$ cat config.mk
export PLATFORM = sky130hd
export DESIGN_NAME = pio_terminal_allocator
export DESIGN_NICKNAME = d
export VERILOG_FILES = /design/src/rtl/pio_pkg.sv /design/src/rtl/pio_in_filter.sv /design/src/rtl/pio_out_bind.sv /design/src/rtl/pio_terminal_allocator.sv
export SDC_FILE = /design/constraint.sdc
export NUM_CORES = 1
export LEC_CHECK = 0
export BUFFER_PORTS_ARGS = -buffer_cell sky130_fd_sc_hd__buf_2
export CORE_MARGIN = 4
export CORE_UTILIZATION = 55
export DETAILED_ROUTE_END_ITERATION = 6
export HOLD_SLACK_MARGIN = 0.1
export PLACE_DENSITY = 0.74
export SYNTH_ARGS = -nofsm -noshare
export SYNTH_HDL_FRONTEND = slang
export SYNTH_HIERARCHICAL = 1
export SYNTH_SLANG_ARGS = --single-unit
$ cat constraint.sdc
create_clock -name clk -period 7.5 [get_ports clk]
set_clock_uncertainty 0.1 [all_clocks]
set_input_delay 1.125 -clock clk [delete_from_list [all_inputs] [get_ports clk]]
set_output_delay 1.125 -clock clk [all_outputs]
set_load 0.05 [all_outputs]
$ cat src/rtl/pio_pkg.sv
/*
  Constants and types shared by the pulse I/O terminal allocator.
  Assumes a 125 MHz clock and an 8-bit APB byte address.
*/
package pio_pkg;
  // Register byte offsets
  localparam logic [7:0] A_MOD0_IN  = 8'h00;
  localparam logic [7:0] A_MOD0_OUT = 8'h04;
  localparam logic [7:0] A_MOD1_IN  = 8'h08;
  localparam logic [7:0] A_MOD1_OUT = 8'h0c;
  localparam logic [7:0] A_INT_SEL  = 8'h10;
  localparam logic [7:0] A_QRS_SEL  = 8'h14;
  localparam logic [7:0] A_CNT_SEL  = 8'h18;
  localparam logic [7:0] A_ORG_SEL  = 8'h1c;
  localparam logic [7:0] A_TC_SEL   = 8'h20;
  localparam logic [7:0] A_INSTR    = 8'h24;
  localparam logic [7:0] A_STATUS   = 8'h28;
  // Field positions
  localparam int ZUSE_LSB    = 4;
  localparam int OMODE_LSB   = 4;
  localparam int TC_ACT_LSB  = 8;
  localparam int I_MOD_BIT   = 2;
  localparam int I_CH_BIT    = 3;
  localparam int I_METH_BIT  = 4;
  localparam int I_BIT_LSB   = 8;
  localparam int REFUSED_BIT = 20;
  // Instruction codes and operands
  localparam logic [1:0] OP_OUT   = 2'h0;
  localparam logic [1:0] OP_PULSE = 2'h1;
  localparam logic [1:0] OP_ORG   = 2'h2;
  localparam logic [1:0] OP_PWM   = 2'h3;
  localparam logic       METH_CWCCW = 1'h0;
  localparam logic [1:0] OMODE_1 = 2'h1;
  localparam logic [1:0] OMODE_2 = 2'h2;
  localparam logic [2:0] OUT_TERMS = 3'h6;
  // Input time constant: 0 none, 1..7 = 0.5,1,2,4,8,16,32 ms
  localparam logic [2:0] TC_NONE    = 3'h0;
  localparam logic [2:0] TC_DEFAULT = 3'h5;
  localparam int CLK_PERIOD_NS = 8;
  localparam int TICK_TIME_NS  = 500000;
  localparam int TICK_CYCLES   = TICK_TIME_NS / CLK_PERIOD_NS;

  typedef enum logic [2:0] {
    BIND_NORMAL, BIND_CW, BIND_CCW, BIND_PULSE, BIND_DIR, BIND_ECR, BIND_PWM
  } pio_bind_t;

  function automatic logic [6:0] tc_ticks(input logic [2:0] code);
    tc_ticks = (code == TC_NONE) ? 7'h00 : 7'(7'h01 << (code - 3'h1));
  endfunction

  function automatic logic ecr_mode(input logic [1:0] mode);
    ecr_mode = (mode == OMODE_1) || (mode == OMODE_2);
  endfunction
endpackage

$ cat src/rtl/pio_in_filter.sv
/*
  Debounce filter for the twenty input terminals.
  Assumes inputs synchronous to clk; the selection is held stable.
*/
`timescale 1ns/1ps
module pio_in_filter #(
  parameter int TICK_CYCLES = pio_pkg::TICK_CYCLES
) (
  // Clock and reset
  input  wire logic        clk,
  input  wire logic        sys_rst,
  input  wire logic        ce,
  // Terminals
  input  wire logic [19:0] raw,
  input  wire logic [2:0]  tc_code,
  output logic      [19:0] filt
);
  logic [16:0] pre;
  logic        tick;
  logic [6:0]  limit;

  assign tick  = (pre == 17'(TICK_CYCLES - 1));
  assign limit = pio_pkg::tc_ticks(tc_code);

  // One shared 0.5 ms prescaler keeps per-bit counters small
  always_ff @(posedge clk or posedge sys_rst) begin
    if (sys_rst)
      pre <= 17'h00000;
    else if (ce)
      pre <= tick ? 17'h00000 : pre + 17'h00001;
  end

  for (genvar i = 0; i < 20; i++) begin : g_bit
    logic [6:0] cnt;
    always_ff @(posedge clk or posedge sys_rst) begin
      if (sys_rst) begin
        cnt     <= 7'h00;
        filt[i] <= 1'h0;
      end else if (ce) begin
        if (tc_code == pio_pkg::TC_NONE || raw[i] == filt[i]) begin
          cnt     <= 7'h00;
          filt[i] <= raw[i];
        end else if (tick) begin
          if (cnt + 7'h01 >= limit) begin
            cnt     <= 7'h00;
            filt[i] <= raw[i];
          end else begin
            cnt <= cnt + 7'h01;
          end
        end
      end
    end
  end
endmodule // pio_in_filter

$ cat src/rtl/pio_out_bind.sv
/*
  Output terminal binding for one module (six terminals).
  Assumes instructions arrive as single-cycle strobes.
*/
`timescale 1ns/1ps
module pio_out_bind (
  // Clock and reset
  input  wire logic       clk,
  input  wire logic       sys_rst,
  input  wire logic       ce,
  // Instruction strobe
  input  wire logic       cmd_valid,
  input  wire logic [1:0] cmd_op,
  input  wire logic       cmd_ch,
  input  wire logic       cmd_meth,
  input  wire logic [2:0] cmd_bit,
  input  wire logic [1:0] org_mode,
  output logic            refused,
  // Function sources
  input  wire logic [5:0] norm_out,
  input  wire logic [1:0] pulse_a,
  input  wire logic [1:0] pulse_b,
  input  wire logic [1:0] ecr,
  input  wire logic [1:0] pwm,
  output logic      [5:0] term_out
);
  pio_pkg::pio_bind_t bind_q [6];
  logic [2:0] c;

  assign c = {2'h0, cmd_ch};
  assign refused = ce && cmd_valid && cmd_op == pio_pkg::OP_PWM
                   && pio_pkg::ecr_mode(org_mode);

  // Binding changes only when an instruction acts on the terminal
  always_ff @(posedge clk or posedge sys_rst) begin
    if (sys_rst) begin
      for (int i = 0; i < 6; i++)
        bind_q[i] <= pio_pkg::BIND_NORMAL;
    end else if (ce && cmd_valid) begin
      unique case (cmd_op)
        pio_pkg::OP_OUT: begin
          if (cmd_bit < pio_pkg::OUT_TERMS)
            bind_q[cmd_bit] <= pio_pkg::BIND_NORMAL;
        end
        pio_pkg::OP_PULSE, pio_pkg::OP_ORG: begin
          if (cmd_meth == pio_pkg::METH_CWCCW) begin
            bind_q[2 * c]     <= pio_pkg::BIND_CW;
            bind_q[2 * c + 1] <= pio_pkg::BIND_CCW;
          end else begin
            bind_q[c]     <= pio_pkg::BIND_PULSE;
            bind_q[c + 2] <= pio_pkg::BIND_DIR;
          end
          if (cmd_op == pio_pkg::OP_ORG && pio_pkg::ecr_mode(org_mode))
            bind_q[c + 4] <= pio_pkg::BIND_ECR;
        end
        pio_pkg::OP_PWM: begin
          if (!pio_pkg::ecr_mode(org_mode))
            bind_q[c + 4] <= pio_pkg::BIND_PWM;
        end
      endcase
    end
  end

  for (genvar b = 0; b < 6; b++) begin : g_term
    always_ff @(posedge clk or posedge sys_rst) begin
      if (sys_rst)
        term_out[b] <= 1'h0;
      else if (ce) begin
        unique case (bind_q[b])
          pio_pkg::BIND_CW:    term_out[b] <= pulse_a[b / 2 % 2];
          pio_pkg::BIND_CCW:   term_out[b] <= pulse_b[b / 2 % 2];
          pio_pkg::BIND_PULSE: term_out[b] <= pulse_a[b % 2];
          pio_pkg::BIND_DIR:   term_out[b] <= pulse_b[b % 2];
          pio_pkg::BIND_ECR:   term_out[b] <= ecr[b % 2];
          pio_pkg::BIND_PWM:   term_out[b] <= pwm[b % 2];
          default:             term_out[b] <= norm_out[b];
        endcase
      end
    end
  end
endmodule // pio_out_bind

$ cat src/rtl/pio_terminal_allocator.sv
/*
  Terminal allocator for a two-module pulse I/O expansion, APB slave.
  Assumes counter, interrupt and pulse engines outside; inputs are
  synchronous to clk.
*/
`timescale 1ns/1ps
// What this block does
// - A terminal taken as quick-response input feeds no other function.
// - An output terminal gets its function when an instruction acts on it.
// - Output, origin search and PWM instructions each pick the terminal's driver.
// - In origin mode one or two the error-reset terminals refuse PWM use.
// - An instruction operand picks CW/COUNTER_CLOCKWISE_PULSE or pulse plus direction encoding.
// - Normal inputs pass a selectable filter, 8 ms by default.
// - Interrupt, quick-response and counter inputs bypass the filter.
// - A new time constant acts only at the next power-on load.
// - Origin search beats counter Z/reset, which beats the other inputs.
module pio_terminal_allocator #(
  parameter int TICK_CYCLES = pio_pkg::TICK_CYCLES
) (
  // Clock and reset
  input  wire logic        clk,
  input  wire logic        sys_rst,
  input  wire logic        ce,
  input  wire logic        power_on_load,
  // APB slave
  input  wire logic        psel,
  input  wire logic        penable,
  input  wire logic        pwrite,
  input  wire logic [7:0]  paddr,
  input  wire logic [31:0] pwdata,
  output logic      [31:0] prdata,
  output logic             pready,
  output logic             pslverr,
  // Input terminals and routed functions
  input  wire logic [19:0] term_in,
  output logic      [19:0] norm_in,
  output logic      [7:0]  intr_in,
  output logic      [7:0]  qrs_in,
  output logic      [3:0]  cnt_a,
  output logic      [3:0]  cnt_b,
  output logic      [3:0]  cnt_z,
  output logic      [3:0]  org_in,
  output logic      [3:0]  org_prox,
  output logic      [3:0]  pos_done,
  // Output engines and terminals
  input  wire logic [3:0]  pulse_a,
  input  wire logic [3:0]  pulse_b,
  input  wire logic [3:0]  ecr,
  input  wire logic [3:0]  pwm,
  output logic      [11:0] term_out
);
  logic [5:0]  out0;
  logic [5:0]  out1;
  logic [7:0]  int_sel;
  logic [7:0]  qrs_sel;
  logic [7:0]  cnt_sel;
  logic [5:0]  org_sel;
  logic [2:0]  tc_pend;
  logic [2:0]  tc_act;
  logic        refused_q;
  logic [1:0]  refused;
  logic [19:0] filt;
  logic [19:0] o_c;
  logic [19:0] c_c;
  logic [19:0] i_c;
  logic [19:0] q_c;
  logic [19:0] o_g;
  logic [19:0] c_g;
  logic [19:0] i_g;
  logic [19:0] q_g;
  logic [19:0] n_g;
  logic [19:0] conflict;
  logic [19:0] eff_in;
  logic [7:0]  next_intr;
  logic [7:0]  next_qrs;
  logic [3:0]  next_cnt_a;
  logic [3:0]  next_cnt_b;
  logic [3:0]  next_cnt_z;
  logic [3:0]  next_org;
  logic [3:0]  next_prox;
  logic [3:0]  next_done;
  logic        setup;
  logic        wr;
  logic        mapped;
  logic        instr_wr;
  logic [31:0] next_prdata;

  // APB decode; always ready, so every access ends in its first
  // access cycle unless the clock enable holds it
  assign pready  = ce;
  assign setup   = psel && !penable && ce;
  assign wr      = psel && penable && pwrite && ce;
  assign pslverr = psel && penable && !mapped;
  assign instr_wr = wr && paddr == pio_pkg::A_INSTR;

  always_comb begin
    mapped = 1'h1;
    next_prdata = 32'h00000000;
    unique case (paddr)
      pio_pkg::A_MOD0_IN:  next_prdata[9:0] = eff_in[9:0];
      pio_pkg::A_MOD0_OUT: next_prdata[5:0] = out0;
      pio_pkg::A_MOD1_IN:  next_prdata[9:0] = eff_in[19:10];
      pio_pkg::A_MOD1_OUT: next_prdata[5:0] = out1;
      pio_pkg::A_INT_SEL:  next_prdata[7:0] = int_sel;
      pio_pkg::A_QRS_SEL:  next_prdata[7:0] = qrs_sel;
      pio_pkg::A_CNT_SEL:  next_prdata[7:0] = cnt_sel;
      pio_pkg::A_ORG_SEL:  next_prdata[5:0] = org_sel;
      pio_pkg::A_TC_SEL: begin
        next_prdata[2:0] = tc_pend;
        next_prdata[pio_pkg::TC_ACT_LSB +: 3] = tc_act;
      end
      pio_pkg::A_INSTR:    next_prdata = 32'h00000000;
      pio_pkg::A_STATUS: begin
        next_prdata[19:0] = conflict;
        next_prdata[pio_pkg::REFUSED_BIT] = refused_q;
      end
      default:             mapped = 1'h0;
    endcase
  end

  // Read data is captured in the setup cycle so it comes from a flop
  always_ff @(posedge clk or posedge sys_rst) begin
    if (sys_rst)
      prdata <= 32'h00000000;
    else if (setup)
      prdata <= next_prdata;
  end

  // Configuration registers
  always_ff @(posedge clk or posedge sys_rst) begin
    if (sys_rst) begin
      out0    <= 6'h00;
      out1    <= 6'h00;
      int_sel <= 8'h00;
      qrs_sel <= 8'h00;
      cnt_sel <= 8'h00;
      org_sel <= 6'h00;
      tc_pend <= pio_pkg::TC_DEFAULT;
    end else if (wr) begin
      unique case (paddr)
        pio_pkg::A_MOD0_OUT: out0    <= pwdata[5:0];
        pio_pkg::A_MOD1_OUT: out1    <= pwdata[5:0];
        pio_pkg::A_INT_SEL:  int_sel <= pwdata[7:0];
        pio_pkg::A_QRS_SEL:  qrs_sel <= pwdata[7:0];
        pio_pkg::A_CNT_SEL:  cnt_sel <= pwdata[7:0];
        pio_pkg::A_ORG_SEL:  org_sel <= pwdata[5:0];
        pio_pkg::A_TC_SEL:   tc_pend <= pwdata[2:0];
        default: begin
        end
      endcase
    end
  end

  // Running filter keeps its setting until the next power-on load
  always_ff @(posedge clk or posedge sys_rst) begin
    if (sys_rst)
      tc_act <= pio_pkg::TC_DEFAULT;
    else if (ce && power_on_load)
      tc_act <= tc_pend;
  end

  // Refused PWM flag: write one to clear, a new refusal wins
  always_ff @(posedge clk or posedge sys_rst) begin
    if (sys_rst)
      refused_q <= 1'h0;
    else if (|refused)
      refused_q <= 1'h1;
    else if (wr && paddr == pio_pkg::A_STATUS && pwdata[pio_pkg::REFUSED_BIT])
      refused_q <= 1'h0;
  end

  // Claims per terminal, one module at a time
  for (genvar m = 0; m < 2; m++) begin : g_mod
    localparam int T = 10 * m;
    localparam int A = 2 * m;
    localparam int B = 2 * m + 1;
    assign o_c[T +: 10] = {4'h0, org_sel[B], org_sel[A], org_sel[B],
                           org_sel[B], org_sel[A], org_sel[A]};
    assign c_c[T +: 10] = {cnt_sel[A], cnt_sel[A], cnt_sel[B], cnt_sel[B], 2'h0,
                           cnt_sel[A] & cnt_sel[pio_pkg::ZUSE_LSB + A],
                           cnt_sel[B] & cnt_sel[pio_pkg::ZUSE_LSB + B], 2'h0};
    assign i_c[T +: 10] = {6'h00, int_sel[4 * m +: 4]};
    assign q_c[T +: 10] = {6'h00, qrs_sel[4 * m +: 4]};
    // Special functions read the raw pin, never the filter
    assign next_intr[4 * m +: 4] = term_in[T +: 4] & i_g[T +: 4];
    assign next_qrs[4 * m +: 4]  = term_in[T +: 4] & q_g[T +: 4];
    assign next_cnt_z[B] = term_in[T + 2] & c_g[T + 2];
    assign next_cnt_z[A] = term_in[T + 3] & c_g[T + 3];
    assign next_cnt_a[B] = term_in[T + 6] & c_g[T + 6];
    assign next_cnt_b[B] = term_in[T + 7] & c_g[T + 7];
    assign next_cnt_a[A] = term_in[T + 8] & c_g[T + 8];
    assign next_cnt_b[A] = term_in[T + 9] & c_g[T + 9];
    assign next_org[A]   = term_in[T] & o_g[T];
    assign next_prox[A]  = term_in[T + 1] & o_g[T + 1];
    assign next_org[B]   = term_in[T + 2] & o_g[T + 2];
    assign next_prox[B]  = term_in[T + 3] & o_g[T + 3];
    assign next_done[A]  = term_in[T + 4] & o_g[T + 4];
    assign next_done[B]  = term_in[T + 5] & o_g[T + 5];
  end

  // Misconfiguration is resolved by a fixed order, and still reported
  assign o_g = o_c;
  assign c_g = c_c & ~o_c;
  assign i_g = i_c & ~o_c & ~c_c;
  assign q_g = q_c & ~o_c & ~c_c & ~i_c;
  assign n_g = ~(o_c | c_c | i_c | q_c);
  assign conflict = (o_c & (c_c | i_c | q_c)) | (c_c & (i_c | q_c)) | (i_c & q_c);
  assign eff_in = (filt & n_g) | (term_in & ~n_g);

  // Routed functions, one flop stage
  always_ff @(posedge clk or posedge sys_rst) begin
    if (sys_rst) begin
      norm_in  <= 20'h00000;
      intr_in  <= 8'h00;
      qrs_in   <= 8'h00;
      cnt_a    <= 4'h0;
      cnt_b    <= 4'h0;
      cnt_z    <= 4'h0;
      org_in   <= 4'h0;
      org_prox <= 4'h0;
      pos_done <= 4'h0;
    end else if (ce) begin
      norm_in  <= filt & n_g;
      intr_in  <= next_intr;
      qrs_in   <= next_qrs;
      cnt_a    <= next_cnt_a;
      cnt_b    <= next_cnt_b;
      cnt_z    <= next_cnt_z;
      org_in   <= next_org;
      org_prox <= next_prox;
      pos_done <= next_done;
    end
  end

  pio_in_filter #(
    .TICK_CYCLES (TICK_CYCLES)
  ) u_filter (
    .clk     (clk),
    .sys_rst (sys_rst),
    .ce      (ce),
    .raw     (term_in),
    .tc_code (tc_act),
    .filt    (filt)
  );

  for (genvar m = 0; m < 2; m++) begin : g_out
    pio_out_bind u_bind (
      .clk       (clk),
      .sys_rst   (sys_rst),
      .ce        (ce),
      .cmd_valid (instr_wr && pwdata[pio_pkg::I_MOD_BIT] == 1'(m)),
      .cmd_op    (pwdata[1:0]),
      .cmd_ch    (pwdata[pio_pkg::I_CH_BIT]),
      .cmd_meth  (pwdata[pio_pkg::I_METH_BIT]),
      .cmd_bit   (pwdata[pio_pkg::I_BIT_LSB +: 3]),
      .org_mode  (org_sel[pio_pkg::OMODE_LSB +: 2]),
      .refused   (refused[m]),
      .norm_out  (m == 0 ? out0 : out1),
      .pulse_a   (pulse_a[2 * m +: 2]),
      .pulse_b   (pulse_b[2 * m +: 2]),
      .ecr       (ecr[2 * m +: 2]),
      .pwm       (pwm[2 * m +: 2]),
      .term_out  (term_out[6 * m +: 6])
    );
  end
endmodule // pio_terminal_allocator

# [Yosys cells after proc, flatten, opt, wreduce, memory -nomap -nowiden]
# Cells that the tools add are included.
[classes] muxes=169 n_addsub=25 magnitude_cmp=33 n_shift=1 reduce_logical=156 n_eq_ne=110 n_bitwise=97
[ops] operator="7-bit 2-to-1 mux" n=61
[ops] operator="18-bit 2-to-1 mux" n=12
[ops] operator="7-bit by 1-bit adder with 7-bit output, second input constant" n=20
[ops] operator="7-bit greater-or-equal comparator" n=20
[ops] operator="33-bit by 4-bit greater-or-equal comparator with 1-bit output, second input constant" n=4
[ops] operator="33-bit by 1-bit < comparator with 1-bit output, second input constant" n=4
[ops] operator="3-bit == test, second input constant" n=36
[ops] operator="18-bit one-hot mux with 3 select lines" n=2
[ops] operator="20-bit by 14-bit bitwise OR with 20-bit output" n=5
[ops] operator="32-bit NOT with 33-bit output" n=3
[ops] operator="14-bit bitwise AND" n=6
[ops] operator="2-bit nonzero test" n=41
[ops] operator="12-bit bitwise AND" n=6
[ops] operator="3-bit by 2-bit == test with 1-bit output, second input constant" n=24
[ops] operator="12-bit bitwise OR" n=6
[ops] operator="3-bit AND reduction" n=22
[ops] operator="1-bit 2-to-1 mux" n=63
[ops] operator="20-bit bitwise AND" n=3
[ops] operator="3-bit demux with 3-bit select" n=6
[ops] operator="2-bit AND reduction" n=27
[ops] operator="20-bit NOT" n=2
[ops] operator="20-bit bitwise OR" n=2
[ops] operator="18-bit bitwise AND" n=2
[ops] operator="6-bit bitwise AND" n=6
[ops] operator="54 further kinds" n=208
[word_totals] reg_bits=355 output_inout_bits=106 input_bits=83 word_cells=675

# [Longest topological paths before layout]
[depth] ltp_word=14 mapped_depth=12 ltp_nobuf=12

# [By module]
# The synthesis kept the hierarchy.
[modules_own_cells] module="pio_in_filter" cells_per_inst=1430 n_inst=1 seq_area_each_um2=4429.2 area_each_um2=12899.9
[modules_own_cells] module="pio_terminal_allocator" cells_per_inst=612 n_inst=1 seq_area_each_um2=3108.0 area_each_um2=6279.8
[modules_own_cells] module="pio_out_bind (g_out[1].u_bind)" cells_per_inst=156 n_inst=1 seq_area_each_um2=600.6 area_each_um2=1615.3
[modules_own_cells] module="pio_out_bind (g_out[0].u_bind)" cells_per_inst=163 n_inst=1 seq_area_each_um2=600.6 area_each_um2=1594.0

# [Worst setup path before layout]
# No wires, ideal clock.
[synth_timing] kind="reg2reg" startpoint="reg tc_act[0]" endpoint="reg u_filter.filt[5]" t_arrival_ns=3.856 path_stages_with_launch=11 path_buffers=1 period_less_slack_ns=4.081 setup_slack_ns=3.419 setup_time_ns=0.125 t_required_ns=7.275 cell_sequence="dfstp_2 buf_2 nor3b_1 ha_1 nor2b_1 o21ai_0 maj3_1 a221oi_1 o21ai_0 nor2b_1 mux2_2"
[synth_via] elab_chain_len=6 word_cells_on_any_way=10 classes_between="add/sub (1); order compare (1); shift (1); mux (2); reduce/logical (5)"
[synth_lines] element="start, declared" line="pio_terminal_allocator.sv:59" text="logic [2:0] tc_act;"
[synth_lines] element="start signal, assigned" line="pio_terminal_allocator.sv:157" text="tc_act <= pio_pkg::TC_DEFAULT;"
[synth_lines] element="start signal, assigned" line="pio_terminal_allocator.sv:159" text="tc_act <= tc_pend;"
[synth_lines] element="3-bit by 1-bit subtractor with 3-bit output" line="pio_pkg.sv:48" text="tc_ticks = (code == TC_NONE) ? 7'h00 : 7'(7'h01 << (code - 3'h1));"
[synth_lines] element="1-bit by 3-bit left shift with 7-bit output" line="pio_pkg.sv:48"
[synth_lines] element="7-bit 2-to-1 mux" line="pio_pkg.sv:48"
[synth_lines] element="7-bit greater-or-equal comparator" line="pio_in_filter.sv:44" text="if (cnt + 7'h01 >= limit) begin"
[synth_lines] element="2-bit nonzero test (no source line)"
[synth_lines] element="3-bit AND reduction (no source line)"
[synth_lines] element="end signal, assigned by index" line="pio_in_filter.sv:42" text="filt[i] <= raw[i];"
[synth_lines] element="end signal, assigned by index" line="pio_in_filter.sv:46" text="filt[i] <= raw[i];"
[synth_lines] element="end, declared" line="pio_in_filter.sv:16" text="output logic [19:0] filt"
# Parallel ways exist; a longest one is shown, timed or not.
# A chain may end at the register's enable or synchronous reset.

# [Worst setup path in the final report]
[layout_timing] startpoint="in paddr[4]" endpoint="out pslverr"
[layout_via] elab_chain_len=5 word_cells_on_any_way=15 classes_between="eq/ne (10); mux (1); reduce/logical (4)"
[layout_lines] element="start, declared" line="pio_terminal_allocator.sv:29" text="input wire logic [7:0] paddr,"
[layout_lines] element="8-bit by 6-bit == test with 1-bit output (tied with other cells)" line="pio_terminal_allocator.sv:99" text="unique case (paddr)"
[layout_lines] element="11-bit OR reduction (no source line) *"
[layout_lines] element="1-bit 2-to-1 mux *" line="pio_terminal_allocator.sv:99"
[layout_lines] element="1-bit zero test *" line="pio_terminal_allocator.sv:93" text="assign pslverr = psel && penable && !mapped;"
[layout_lines] element="1-bit logical AND *" line="pio_terminal_allocator.sv:93"
[layout_lines] element="end, declared" line="pio_terminal_allocator.sv:33" text="output logic pslverr,"
# Every way passes the cells marked *; elsewhere a longest branch is shown, timed or not.

==> run summary <==
Status
- **run status** finished, final reports clean

Critical path
- **Crit path max-delay family** simple AND/OR/NAND/NOR gates
- **Slowest-stage cell, CP** sky130_fd_sc_hd__or4b_1
- **worst path cell trace** buf_2 > or4b_1 > a21oi_1 > o21ai_0 > and3_1 > buf_2
- **WP buf/inv** 2
- **startpoint of the lowest-slack register-to-register path** tc_act[2]$_DFFE_PP1P_
- **r2r worst-path depth** 9
- **library cell appearing most often on the critical path** sky130_fd_sc_hd__buf_2
- **crit-path max FO** 20
- **critical path capture point type** output port
- **arrival time worst endpoint** 2.87 ns
- **Critical Path Source Type** input pin
- **setup slack of the worst register-to-register path** 3.64 ns
- **critical register-to-register path endpoint** u_filter/filt[3]$_DFFE_PP0P_
- **category of the critical setup timing path** input pin to output port
- **Worst EP required** 6.27 ns
- **Slowest Stage Delay on Critical Path** 0.69 ns

Logic synthesis
- **post-synthesis xor/xnor area fraction** 4.46%
- **ranking of synthesized cells by area** sky130_fd_sc_hd__dfrtp_1 39%, sky130_fd_sc_hd__ha_1 7.3%, sky130_fd_sc_hd__nand2_1 4.6%
- **asr flop ratio synth** 100%
- **top-count cell post-synth** sky130_fd_sc_hd__dfrtp_1
- **most frequent cells after synthesis** 345 x sky130_fd_sc_hd__dfrtp_1, 272 x sky130_fd_sc_hd__nand2_1, 170 x sky130_fd_sc_hd__o21ai_0
- **area fraction in compound gates after synthesis** 18.0%
- **cell type with the largest total area after synthesis** sky130_fd_sc_hd__dfrtp_1
- **Post-synth EDFFs** 0
- **mux cell area share after synthesis** 7.56%
- **number of instances in the synthesized netlist** 2361
- **average cell area after synthesis** 9.48 um2
- **Yosys cell types** 102
- **Most used DFF post-synth** sky130_fd_sc_hd__dfrtp_1
- **main combinational cell family by area after synthesis** simple AND/OR/NAND/NOR gates
- **Synth Area in Adders** 8.04%
- **area fraction of the dominant cell type after synthesis** 38.6%
- **netlist area before placement** 22400 um2
- **number of warning messages in the yosys log** 6
- **register area share after synthesis** 39.0%
- **post-synthesis simple-gate area fraction** 18.4%
- **Seq cells post-synth** 349

Timing
- **fmax** 0.244 GHz
- **final worst-path cycle share** 54.6%
- **WHS** 0.377 ns
- **unrepaired setup endpoints after global routing** no
- **post-route minimum period** 4.10 ns
- **number of failing setup endpoints in the final timing report** 0
- **final sum of negative setup slack** 0 ns
- **headroom to the max-slew limit** 27.8%
- **Hold Fails Final Rpt** 0
- **max-slew violations** 0
- **Tightest Pin Transition** 1.07 ns

Routing
- **drt via density** 6.23
- **routed length per instance** 20.5 um
- **remaining antenna violation count after routing** 0
- **Detailed Route WL** 62500 um
- **number of remaining DRC errors** 0
- **router iterations before antenna repair** 7
- **Vias** 19000
- **DR iter-0 viols** 1714

Clocking
- **maximum count of clock buffers along a single path** 3
- **clk slew on worst S/H paths** 0.06 ns
- **later-pin clock latency in the skew report** 0.57 ns
- **number of clock sinks** 349
- **number of gates given a new drive strength after cts** 0
- **CTS Root Cell** sky130_fd_sc_hd__clkbuf_16
- **count of buffers added by post-CTS timing repair for setup** 0
- **TritonCTS Buffers** 40
- **cts-stage hold buffer count** 0
- **CTS tree** done
- **number of H-tree branching levels** 2

Min path
- **Hold Path End** u_filter/pre[16]$_DFFE_PP0P_
- **hold_sp** u_filter/pre[16]$_DFFE_PP0P_
- **kind of path behind the tightest hold check** flip-flop to flip-flop
- **number of stages on the worst hold path** 1

Die
- **area of the core** 40000 um2
- **Die W** 210 um
- **die height** 210 um
- **effective utilization at floorplan** 56.0%
- **number of rows created at floorplan** 73
- **num ports** 189
- **Die ar.** 44000 um2

Power and ir drop
- **power density normalized to cell area** 179 nW/um2
- **Worst IR Drop VDD** 0.208 mV
- **static leakage** 11.8 nW

Layout
- **layout net count** 2701
- **fraction of layout cells with a size suffix above 1** 17.1%
- **area growth from synthesis to layout** 10.9%
- **area of all placed cells without fillers** 24800 um2

Placement
- **Buffers on Ports** 151
- **GP Congestion** 0.925
- **total half-perimeter wirelength after legalization and detailed placement** 43300 um
- **DP Area** 23500 um2

GRT
- **first-pass GRT wire length** 99400 um
- **total global routing overflow** 0
- **initial antenna violation count** 12
- **pin count of the biggest net entering global routing** 152
- **via count of the first global-routing pass** 18500
- **global-route usage over all layers** 27.8%

Job
- **max-cap check violation count** 0

power breakdown:
part           switching [mW]  internal [mW]  total [mW]
Combinational           0.332          0.129       0.461
Sequential             0.0490           1.93        1.98
Clock                   0.827           1.18        2.00
Total                    1.21           3.23        4.44
metrics by stage:
stage	setup slack [ns]	total power, mW	std cells	utilization [%]
2_1_floorplan	1.47	2.33	2377	-
3_3_place_gp	3.39	2.46	2970	58.7
3_5_place_dp	3.39	2.47	2970	58.7
4_1_cts	3.39	4.48	3044	62.1
5_1_grt	3.30	4.60	3044	62.1
6_report	3.40	4.44	3047	62.1
metal layers:
| layer | wire length, um | share of wire (%) | GRT usage [%] | up-vias |
|---|---|---|---|---|
| met1 | 26000 | 42 | 36.3 | 9344 |
| li1 | - | - | - | 8830 |
| met4 | 2320 | 3.7 | 10.1 | 14 |
| met3 | 4900 | 7.8 | 7.00 | 146 |
| met5 | 90 | 0.14 | 0 | - |
| met2 | 29100 | 47 | 45.2 | 640 |
area by class of cell:
class / count / area (um2)
multi-input combinational: 1798 / 12700
tap: 525 / 657
inverter: 133 / 509
antenna: 3 / 7.51
fill: 3389 / 15200
sequential: 349 / 8740
clock inverter: 16 / 175
clock buffer: 58 / 1150
timing repair buffer: 165 / 880
cell families after synthesis:
group	count (synthesis)
buf+inv	230
simple gates	805
flops	349
fa+ha+maj	147
compound gates	575
xor+xnor	114
other cells	1
mux	140
worst max path at each step:
| stage | from | to | cells after the start |
|---|---|---|---|
| 2_1_floorplan | sys_rst | u_filter/filt[0]$_DFFE_PP0P_ | 1 |
| 3_5_place_dp | paddr[4] | pslverr | 6 |
| 3_3_place_gp | paddr[4] | pslverr | 6 |
| 6_report | paddr[4] | pslverr | 6 |
| 5_1_grt | paddr[4] | pslverr | 6 |
| 4_1_cts | paddr[4] | pslverr | 6 |
worst reg2reg max path: cells and delay by family, from the launching register on:
| family | cells | cell delay [ns] |
|---|---|---|
| adders and majority gates | 1 | 0.34 |
| muxes | 1 | 0.29 |
| buffers and inverters | 1 | 0.44 |
| DFF | 1 | 0.67 |
| and+or+nand+nor | 3 | 1.25 |
| AOI/OAI and AO/OA | 3 | 0.66 |
cells in the final DEF, fill, tap and decap left out, types with 15 or more instances in the layout:
cell,netlist,routed
sky130_fd_sc_hd__o31ai_1,27,27
sky130_fd_sc_hd__and2_1,26,26
sky130_fd_sc_hd__nand3_1,97,96
sky130_fd_sc_hd__inv_1,133,131
sky130_fd_sc_hd__conb_1,1,17
sky130_fd_sc_hd__clkbuf_16,0,41
sky130_fd_sc_hd__nor3b_1,16,15
sky130_fd_sc_hd__o21a_1,24,24
sky130_fd_sc_hd__xor2_1,56,56
sky130_fd_sc_hd__mux2i_1,36,36
sky130_fd_sc_hd__ha_1,131,131
sky130_fd_sc_hd__buf_2,17,150
sky130_fd_sc_hd__mux2_2,85,85
sky130_fd_sc_hd__a31o_2,25,25
sky130_fd_sc_hd__nor3_1,58,57
sky130_fd_sc_hd__a22o_1,27,27
sky130_fd_sc_hd__and3_1,18,18
sky130_fd_sc_hd__nor2_1,102,102
sky130_fd_sc_hd__o22ai_1,25,25
sky130_fd_sc_hd__nor2b_1,47,47
sky130_fd_sc_hd__o221ai_1,17,17
sky130_fd_sc_hd__dfrtp_1,345,345
sky130_fd_sc_hd__maj3_1,16,16
sky130_fd_sc_hd__o21ai_0,170,170
sky130_fd_sc_hd__a31oi_1,22,22
sky130_fd_sc_hd__nand2_1,272,272
sky130_fd_sc_hd__nand2b_1,38,38
sky130_fd_sc_hd__nand4_1,25,25
sky130_fd_sc_hd__xnor2_1,58,58
sky130_fd_sc_hd__or2_2,18,18
sky130_fd_sc_hd__a21o_1,20,20
sky130_fd_sc_hd__nand3b_1,21,21
sky130_fd_sc_hd__a21oi_1,61,61
registers in the layout, summed over array words and instances, names as in the netlist:
signal                 cells
cnt_a                      4
cnt_b                      4
cnt_sel                    8
cnt_z                      4
g_out.u_bind/bind_q       36
g_out.u_bind/term_out     12
int_sel                    8
intr_in                    8
norm_in                   20
org_in                     4
org_prox                   4
org_sel                    6
out0                       6
out1                       6
pos_done                   4
prdata                    15
qrs_in                     8
qrs_sel                    8
refused_q                  1
tc_act                     3
tc_pend                    3
u_filter/filt             20
u_filter/g_bit.cnt       140
u_filter/pre              17
No activity file was read; power rests on OpenSTA's default activity.
